<file path="src/core/pas_pkg.sv">
// constants, field layout and register offsets of the pwm auto-shutdown block
// assumes a single 50 MHz clock domain and a plain strobe register port
package pas_pkg;
  localparam int          addr_width     = 4;
  localparam int          data_width     = 16;
  // =====================================================
  // register offsets
  localparam logic [3:0]  off_control    = 4'h0;
  localparam logic [3:0]  off_period     = 4'h1;
  localparam logic [3:0]  off_duty       = 4'h2;
  localparam logic [3:0]  off_irq_status = 4'h3;
  localparam logic [3:0]  off_irq_mask   = 4'h4;
  localparam logic [3:0]  off_live       = 4'h5;
  // =====================================================
  // control field positions
  localparam int          pos_flag       = 7;
  localparam int          pos_src_lo     = 4;
  localparam int          pos_ac_lo      = 2;
  localparam int          pos_bd_lo      = 0;
  localparam int          pos_restart    = 8;
  localparam int          pos_enable     = 9;
  localparam logic [15:0] control_reset  = 16'h0000;
  localparam logic [15:0] period_reset   = 16'h00FF;
  localparam logic [15:0] duty_reset     = 16'h0080;
  // =====================================================
  // source codes
  localparam logic [2:0]  src_off        = 3'h0;
  localparam logic [2:0]  src_cmp1       = 3'h1;
  localparam logic [2:0]  src_cmp2       = 3'h2;
  localparam logic [2:0]  src_cmp_any    = 3'h3;
  localparam logic [2:0]  src_fault      = 3'h4;
  localparam logic [2:0]  src_fault_c2   = 3'h5;
  localparam logic [2:0]  src_fault_c1   = 3'h6;
  localparam logic [2:0]  src_fault_any  = 3'h7;
  // =====================================================
  // pin-state codes and interrupt bits
  localparam logic [1:0]  pin_low        = 2'h0;
  localparam logic [1:0]  pin_high       = 2'h1;
  localparam int          irq_shutdown   = 0;
  localparam int          irq_period     = 1;
  localparam int          irq_width      = 2;
  typedef enum logic [0:0] {pas_run, pas_shut} pas_state_type;
endpackage

</file>
<file path="src/core/pas_pin_stage.sv">
// one output pin: pwm level or programmed shutdown state
// assumes shut and code are steady registered controls
`timescale 1ns/1ps
module pas_pin_stage
  import pas_pkg::*;
(
  input  wire logic       clk,
  input  wire logic       nrst,
  input  wire logic       pwm,
  input  wire logic       shut,
  input  wire logic [1:0] code,
  output logic            pin_out,
  output logic            pin_oe
);
  typedef struct packed
  {
    logic out;
    logic oe;
  } pas_pin_type;
  pas_pin_type st;
  pas_pin_type next_st;
  always_comb
  begin
    next_st.out = pwm;
    next_st.oe  = 1'b1;
    if (shut)
    begin
      next_st.out = (code == pin_high);
      next_st.oe  = ~code[1];
    end
  end
  always_ff @(posedge clk or negedge nrst)
  begin
    if (!nrst)
      st <= '0;
    else
      st <= next_st;
  end
  assign pin_out = st.out;
  assign pin_oe  = st.oe;
endmodule

</file>
<file path="src/core/pas_top.sv">
// pwm generator with auto-shutdown, register port and interrupt
// assumes comparator and fault inputs are synchronous to clk
//
// Added by the designer: the address map and the strobed register port.
`timescale 1ns/1ps
module pas_top
  import pas_pkg::*;
(
  input  wire logic                           clk,
  input  wire logic                           nrst,
  input  wire logic [pas_pkg::addr_width-1:0] addr,
  input  wire logic [pas_pkg::data_width-1:0] wdata,
  input  wire logic                           wr,
  input  wire logic                           rd,
  output logic      [pas_pkg::data_width-1:0] rdata,
  input  wire logic                           fault_input_pin,
  input  wire logic                           comparator_one_out,
  input  wire logic                           comparator_two_out,
  output logic                                pwm_out_a,
  output logic                                pwm_out_a_oe,
  output logic                                pwm_out_b,
  output logic                                pwm_out_b_oe,
  output logic                                pwm_out_c,
  output logic                                pwm_out_c_oe,
  output logic                                pwm_out_d,
  output logic                                pwm_out_d_oe,
  output logic                                irq
);
  import pas_pkg::*;
  // =====================================================
  // state
  typedef struct packed
  {
    pas_state_type        mode;
    logic [15:0]          control;
    logic [15:0]          period;
    logic [15:0]          duty;
    logic [15:0]          count;
    logic [irq_width-1:0] status;
    logic [irq_width-1:0] mask;
    logic [15:0]          rdata;
    logic                 irq;
  } pas_top_type;
  pas_top_type st;
  pas_top_type next_st;
  logic        cond;
  logic        pwm_level;
  logic        wrap;
  logic        shut;
  logic [2:0]  src;
  // source decode, fault pin active low
  function automatic logic src_hit(input logic [2:0] s, input logic flt_n,
                                   input logic c1, input logic c2);
    logic f;
    f = ~flt_n;
    unique case (s)
      src_off:       src_hit = 1'b0;
      src_cmp1:      src_hit = c1;
      src_cmp2:      src_hit = c2;
      src_cmp_any:   src_hit = c1 | c2;
      src_fault:     src_hit = f;
      src_fault_c2:  src_hit = f | c2;
      src_fault_c1:  src_hit = f | c1;
      src_fault_any: src_hit = f | c1 | c2;
    endcase
  endfunction
  assign src       = st.control[pos_src_lo+:3];
  assign cond      = src_hit(src, fault_input_pin, comparator_one_out, comparator_two_out);
  assign wrap      = (st.count >= st.period);
  assign pwm_level = st.control[pos_enable] & (st.count < st.duty);
  assign shut      = (st.mode == pas_shut);
  // =====================================================
  // next state
  always_comb
  begin
    next_st       = st;
    next_st.rdata = '0;
    next_st.count = wrap ? 16'h0000 : st.count + 16'h0001;
    if (wr)
    begin
      unique case (addr)
        off_control:
        begin
          next_st.control[6:0]       = wdata[6:0];
          next_st.control[pos_restart] = wdata[pos_restart];
          next_st.control[pos_enable]  = wdata[pos_enable];
          if (!cond)
            next_st.control[pos_flag] = wdata[pos_flag];
        end
        off_period:   next_st.period = wdata;
        off_duty:     next_st.duty   = wdata;
        off_irq_status: next_st.status = st.status & ~wdata[irq_width-1:0];
        off_irq_mask:   next_st.mask   = wdata[irq_width-1:0];
        default:      next_st.rdata  = '0;
      endcase
    end
    if (cond)
      next_st.control[pos_flag] = 1'b1;
    else if (st.control[pos_restart] && wrap)
      next_st.control[pos_flag] = 1'b0;
    // shut now, resume only at period start
    unique case (st.mode)
      pas_run:
        if (next_st.control[pos_flag])
          next_st.mode = pas_shut;
      pas_shut:
        if (!st.control[pos_flag] && !cond && wrap)
          next_st.mode = pas_run;
    endcase
    // set wins over the write-one clear
    if (cond && !st.control[pos_flag])
      next_st.status[irq_shutdown] = 1'b1;
    if (wrap)
      next_st.status[irq_period] = 1'b1;
    if (rd)
    begin
      unique case (addr)
        off_control:    next_st.rdata = {6'h00, st.control[9:0]};
        off_period:     next_st.rdata = st.period;
        off_duty:       next_st.rdata = st.duty;
        off_irq_status: next_st.rdata = {14'h0000, st.status};
        off_irq_mask:   next_st.rdata = {14'h0000, st.mask};
        off_live:       next_st.rdata = {12'h000, comparator_two_out, comparator_one_out,
                                         fault_input_pin, shut};
        default:        next_st.rdata = '0;
      endcase
    end
    next_st.irq = |(next_st.status & next_st.mask);
  end
  always_ff @(posedge clk or negedge nrst)
  begin
    if (!nrst)
    begin
      st         <= '0;
      st.mode    <= pas_run;
      st.control <= control_reset;
      st.period  <= period_reset;
      st.duty    <= duty_reset;
    end
    else
      st <= next_st;
  end
  assign rdata = st.rdata;
  assign irq   = st.irq;
  // =====================================================
  // pin stages, a/c share one field, b/d the other
  logic [3:0] pin_o;
  logic [3:0] pin_e;
  genvar g;
  generate
    for (g = 0; g < 4; g++)
    begin : g_pin
      pas_pin_stage u_pin
      (
        .clk     (clk),
        .nrst    (nrst),
        .pwm     ((g % 2 == 0) ? pwm_level : ~pwm_level),
        .shut    (shut),
        .code    ((g % 2 == 0) ? st.control[pos_ac_lo+:2] : st.control[pos_bd_lo+:2]),
        .pin_out (pin_o[g]),
        .pin_oe  (pin_e[g])
      );
    end
  endgenerate
  assign pwm_out_a    = pin_o[0];
  assign pwm_out_b    = pin_o[1];
  assign pwm_out_c    = pin_o[2];
  assign pwm_out_d    = pin_o[3];
  assign pwm_out_a_oe = pin_e[0];
  assign pwm_out_b_oe = pin_e[1];
  assign pwm_out_c_oe = pin_e[2];
  assign pwm_out_d_oe = pin_e[3];
  // =====================================================
  // checks
  // flag forces shutdown
  shut_follows_a: assert property (@(posedge clk) disable iff (!nrst)
    st.control[pos_flag] |=> shut) else $error("flag set but outputs not shut");
  run_drives_a: assert property (@(posedge clk) disable iff (!nrst)
    !shut |=> (pwm_out_a_oe && pwm_out_b_oe && pwm_out_a == $past(pwm_level)))
    else $error("outputs not following pwm while running");
  level_holds_a: assert property (@(posedge clk) disable iff (!nrst)
    cond |=> st.control[pos_flag]) else $error("flag dropped under condition");
  write_lock_a: assert property (@(posedge clk) disable iff (!nrst)
    (wr && addr == off_control && !wdata[pos_flag] && cond) |=> st.control[pos_flag])
    else $error("flag cleared while condition present");
  resume_wrap_a: assert property (@(posedge clk) disable iff (!nrst)
    $fell(shut) |-> $past(wrap)) else $error("resumed off period boundary");
  restart_clear_a: assert property (@(posedge clk) disable iff (!nrst)
    (st.control[pos_restart] && wrap && !cond) |=> !st.control[pos_flag])
    else $error("auto restart left flag set");
  fault_trip_a: assert property (@(posedge clk) disable iff (!nrst)
    (src == src_fault && !fault_input_pin) |=> ##1 shut) else $error("fault low missed");
  cmp_two_a: assert property (@(posedge clk) disable iff (!nrst)
    (src == src_cmp2 && comparator_two_out) |=> st.control[pos_flag])
    else $error("comparator two missed");
  cmp_any_a: assert property (@(posedge clk) disable iff (!nrst)
    (src == src_cmp_any && (comparator_one_out || comparator_two_out))
    |=> st.control[pos_flag])
    else $error("comparator pair missed");
  tri_state_a: assert property (@(posedge clk) disable iff (!nrst)
    (shut && st.control[pos_ac_lo+1] && $stable(st.control)) |=> !pwm_out_a_oe)
    else $error("pair a/c not released");
  drive_high_a: assert property (@(posedge clk) disable iff (!nrst)
    (shut && st.control[pos_bd_lo+:2] == pin_high)
    |=> (pwm_out_b && pwm_out_b_oe && pwm_out_d && pwm_out_d_oe))
    else $error("pair b/d not driven high");
  drive_low_a: assert property (@(posedge clk) disable iff (!nrst)
    (shut && st.control[pos_ac_lo+:2] == pin_low)
    |=> (!pwm_out_a && !pwm_out_c && pwm_out_a_oe && pwm_out_c_oe))
    else $error("pair a/c not driven low");
  irq_level_a: assert property (@(posedge clk) disable iff (!nrst)
    irq == |(st.status & st.mask)) else $error("irq mismatch");
  // set must win over a same-cycle write-one clear
  event_set_a: assert property (@(posedge clk) disable iff (!nrst)
    (cond && !st.control[pos_flag]) |=> st.status[irq_shutdown])
    else $error("shutdown event not recorded");
  shut_seen_c:    cover property (@(posedge clk) disable iff (!nrst) $rose(shut));
  resume_seen_c:  cover property (@(posedge clk) disable iff (!nrst) $fell(shut));
  lock_seen_c:    cover property (@(posedge clk) disable iff (!nrst)
    wr && addr == off_control && cond);
  restart_seen_c: cover property (@(posedge clk) disable iff (!nrst)
    st.control[pos_restart] && st.control[pos_flag] && wrap && !cond);
endmodule

</file>
<file path="config.mk">
export PLATFORM = sky130hd
export DESIGN_NAME = pas_top
export DESIGN_NICKNAME = d
export VERILOG_FILES = /design/src/core/pas_pkg.sv /design/src/core/pas_pin_stage.sv /design/src/core/pas_top.sv
export SDC_FILE = /design/constraint.sdc
export NUM_CORES = 1
export LEC_CHECK = 0
export BUFFER_PORTS_ARGS = -buffer_cell sky130_fd_sc_hd__buf_2
export CORE_MARGIN = 2
export CORE_UTILIZATION = 30
export CTS_BUF_LIST = sky130_fd_sc_hd__clkbuf_4
export DETAILED_ROUTE_END_ITERATION = 7
export PLACE_DENSITY_LB_ADDON = 0.3
export SLEW_MARGIN = 20
export SYNTH_ARGS = -nofsm -noshare
export SYNTH_HDL_FRONTEND = slang
export SYNTH_SLANG_ARGS = --single-unit
</file>
<file path="constraint.sdc">
create_clock -name clk -period 2.65 [get_ports clk]
set_clock_uncertainty 0.15 [all_clocks]
set_input_delay 0.265 -clock clk [delete_from_list [all_inputs] [get_ports clk]]
set_output_delay 0.265 -clock clk [all_outputs]
set_load 0.02 [all_outputs]
</file>
## Word level (Yosys, flattened, before mapping)

Index checks and enable logic that the tools add are counted.

| word-level totals | value |
|---|---|
| flip-flop bits (word level) | 84 |
| output and inout port bits | 25 |
| word-level logic and storage cells | 76 |

| cells by class | value |
|---|---|
| $add $sub $neg | 1 |
| order comparisons | 2 |
| equal/unequal tests | 14 |
| mux-type cells | 20 |
| bitwise gates (word level) | 13 |
| reductions and logical operators | 12 |

Operator list:

| kind | number |
|---|---|
| $pmux W16 S6 | 1 |
| $mux W16 | 4 |
| $mux W40 | 1 |
| $mux W20 | 1 |
| $add A16 B1 Y16 const B | 1 |
| $ge A16 B16 Y1 | 1 |
| $lt A16 B16 Y1 | 1 |
| $eq A3 B3 Y1 const B | 4 |
| $eq A4 B2 Y1 const B | 2 |
| $eq A4 B3 Y1 const B | 2 |
| $mux W2 | 4 |
| $mux W8 | 1 |
| $pmux W1 S8 | 1 |
| $eq A3 B2 Y1 const B | 2 |
| $mux W1 | 6 |
| $reduce_and A2 Y1 | 3 |
| $not A1 Y1 | 5 |
| $and A2 B2 Y2 | 2 |
| $eq A2 B1 Y1 const B | 2 |
| $eq A4 B1 Y1 const B | 1 |
| $logic_and A1 B1 Y1 | 4 |
| $logic_not A4 Y1 | 1 |
| $or A1 B1 Y1 | 4 |
| $eq A3 B1 Y1 const B | 1 |
| other kinds (6) | 7 |

## Longest topological paths before layout

| depth | value |
|---|---|
| depth after elaboration | 9 |
| depth in mapped cells | 9 |

## Hierarchy

From an unflattened synthesis, not the netlist that was laid out.

| unflattened totals | value |
|---|---|
| cell total of the unflattened synthesis | 419 |
| area, all modules | 4,712.0 µm² |

By module, submodules not included:

| module | times used | cells each | area an instance (µm²) | seq. area each (µm²) |
|---|---|---|---|---|
| pas_top | 1 | 395 | 4,431.8 | 2,013.2 |
| pas_pin_stage | 4 | 6 | 70.1 | 50.0 |

## Least setup slack after synthesis

Ideal clock, no wire load.

| timing path | value |
|---|---|
| path type | register to register |
| start | register st[55] (netlist bit) |
| end | register st, in the netlist irq |
| setup time | 0.121 ns |
| arrival | 1.891 ns |
| required time | 2.379 ns |
| setup slack | 0.488 ns |
| stages on the path, launching flop included | 9 |
| period minus slack after synthesis | 2.162 ns |
| cell sequence | dfstp_2 > inv_1 > ha_1 > a211oi_1 > o21ai_1 > a211oi_2 > o31ai_4 > a21o_1 > a22o_1 |

RTL lines:

| item | line | text |
|---|---|---|
| start: declaration | pas_top.sv:44 | `pas_top_type st;` |
| start signal: assignment | pas_top.sv:141 | `st <= next_st;` |

==> impl_metrics.yaml <==
run_status:
  status: "finished, final reports clean"
power:
  ir_drop_mv: 0.300
  power_density_mw_per_mm2: 718
  leakagePower_nw: 2.58
setup_path:
  crit_fanout: 19
  critPathLaunchType: "flop"
  cp.arrival_ps: 2690
  r2r_start: "st[55]$_DFFE_PN1P_"
  worstSetupEndpointType: "flop"
  reg2reg_slack_ps: 130
  regToRegEndpoint: "shut$_DFF_PN0_"
  path_class: "reg2reg"
  reg2reg_depth: 8
  cp.required_ps: 2820
placed_design:
  dp.cells: 621
  numPortBuffers: 51
  dp.final_hpwl_um: 7750
  place.gp.congestion: 0.850
timing:
  fmax_ghz: 0.397
  rsz0062_at_grt: "false"
  hold_violations: 0
  fin_crit_sh_pct: 95.0
  report.final.slew_viol_count: 0
  worst_slew_pin_slew_ps: 791
  slew_headroom_pct: 47.3
  fin_crit_ps: 2520
  finalSetupTns_ps: 0
  finalSetupViolations: 0
clock_tree:
  post_cts_resized: 0
  h-tree-depth: 3
  clk_latency_ps: 440
  cts_tree: "built"
  clkTransAtPathRegs_ps: 130
  clockRootBuffer: "clkbuf_4"
  postCtsSetupBuffers: 0
  numCtsBuffers: 9
  clockBufferDepth: 2
  cts_sinks: 84
floorplanning:
  die_area_mm2: 0.0161
  ioPinCount: 52
  initial_core_util_pct: 31.0
  core_area_mm2: 0.0146
  rows: 44
  die_x_um: 127
  fp.dieH_um: 127
synth:
  synth_ff_type: "dfrtp_1"
  synth_top_area_cell: "dfrtp_1"
  synth_nets: 475
  seq_area_frac_synth_pct: 46.5
  synth_area_leaders: "dfrtp_1, mux2_2, ha_1, dfstp_2, nor2_1"
  async_flop_share_pct: 100
  yosysWarnings: 0
  syn_area_mm2: 0.00454
  syn_inst: 416
  synth_edf_count: 0
  yosys.area.top_type_share_pct: 41.3
  post_synth.cell_area_avg_um2: 10.9
  yosysUniqueCellTypes: 47
  synth_most_common_cell: "dfrtp_1"
  synth_seq_cells: 84
  yosys-top-cells-count: "dfrtp_1, nor2_1, mux2_2, inv_1, ha_1"
global_routing:
  antenna_found_initial: 1
  grt_pass1_wl_um: 17000
  grt_use_total_pct: 13.6
  grt-ovfl-total: 0
  grt_max_degree: 47
  grt_pass1_vias: 3140
finish:
  drive_gt1_share_pct: 27.8
  area_delta_synth_final_pct: 14.4
  stdcell_count: 656
  nets: 525
route:
  avgRoutedWirePerCell_um: 16.2
  drc: 0
  route.vias.total: 3173
  drtIter0Drc: 120
  vias_per_cell: 4.84
  routed_wl_um: 10600
  ant_nets: 0
  drt-pass1-iter-count: 4
flow_run:
  drv_cap: 0
hold_path:
  holdCritStartpoint: "addr[3]"
  hold-path-endpoint: "rdata[0]$_DFF_PN0_"
  hold_path.class: "in2reg"
  holdPathStages: 2
## worst max-delay path: stages (launching register included)
cell,delay [ps]
dfstp_2,570
inv_1,50
ha_1,290
nand2_1,50
o21ai_1,180
a211oi_2,120
o31ai_4,700
o211a_1,260
a31oi_1,40
## sequential cells by signal, indices dropped and copies added (netlist names)
name                 flops
rdata                   16
shut                     1
g_pin.u_pin.pin_oe       2
irq                      1
g_pin.u_pin.pin_out      2
st                      59
src                      3
## report_power, final
part / internal, W / switching [W] / leakage, nW / total, W
Clock: 0.000386 / 0.000432 / 0.0876 / 0.000818
Sequential: 0.00156 / 0.000220 / 1.04 / 0.00178
Combinational: 0.000527 / 0.000613 / 1.44 / 0.00114
Total: 0.00247 / 0.00126 / 2.58 / 0.00373
## area by class of cell
cell class | instances | area [µm²]
fillers | 1485 | 9450
flip-flops and latches | 84 | 2110
multi-input cells | 262 | 2070
repair buffers | 75 | 495
well taps | 184 | 230
inverters | 34 | 128
clock inverters | 6 | 78.8
clock buffers | 10 | 75.1
diodes | 1 | 2.50
## metrics by stage
step | instance area (µm²) | total power [W] | setup WS, ps | hold slack (ps) | utilization (%)
after floorplan | 4540 | 0.00256 | 488 | -181 | -
after global placement | 4860 | 0.00289 | 213 | 155 | 33.2
after detailed placement | 4860 | 0.00292 | 150 | 165 | 33.2
after CTS | 5190 | 0.00377 | 137 | 49.0 | 35.5
after global routing | 5200 | 0.00400 | 6.65 | 39.4 | 35.5
final | 5200 | 0.00373 | 134 | 85.1 | 35.5
## cell families (layout without fill, tap and decap cells)
kind of cell,count (synthesis),in the layout,synth area share [%]
AO/OA/AOI/OAI,57,57,9.06
AND/OR/NAND/NOR,102,102,11.3
buffers and inverters,70,125,7.85
other,0,1,0
XOR/XNOR,14,14,2.70
flip-flops,84,84,46.5
multiplexers,57,57,13.7
adder cells (fa/ha/maj),32,32,8.81
## worst max path at each step
stage                        from              to  slack [ps]  cells after the start
2_1_floorplan  st[55]$_DFFE_PN1P_   irq$_DFF_PN0_         490                      8
3_3_place_gp   st[55]$_DFFE_PN1P_  shut$_DFF_PN0_         210                      8
3_5_place_dp   st[55]$_DFFE_PN1P_  shut$_DFF_PN0_         150                      8
4_1_cts        st[55]$_DFFE_PN1P_  shut$_DFF_PN0_         140                      8
5_1_grt        st[58]$_DFFE_PN1P_  shut$_DFF_PN0_           7                      8
6_report       st[55]$_DFFE_PN1P_  shut$_DFF_PN0_         130                      8
## timing repair
action | 4_1_cts | 5_1_grt
endpoints found under the hold margin | 86 | 0
hold buffers | 18 | 0
setup endpoints to repair | 0 | 0
## per-layer routing
metal | track usage, % | part of all wire [%] | vias to the layer above
li1 | - | - | 1529
met1 | 18.2 | 47 | 1601
met2 | 22.1 | 49 | 33
met3 | 2.18 | 1.6 | 10
met4 | 5.37 | 1.8 | 0
met5 | 0 | 0 | -
## placed cells by master, fill, tap and decap left out, drive strengths merged, types with 4 or more instances in the layout
master / instances
a211oi: 5
a21o: 8
a21oi: 11
a22oi: 9
and3: 6
buf: 57
clkbuf: 10
clkinv: 4
dfrtp: 75
dfstp: 9
dlygate4sd3: 18
ha: 32
inv: 34
mux2: 43
mux2i: 14
nand2: 12
nand3: 9
nand4: 11
nor2: 49
nor2b: 5
o21ai: 8
xor2: 13
Note: power is estimated with default switching activity, not from simulation.
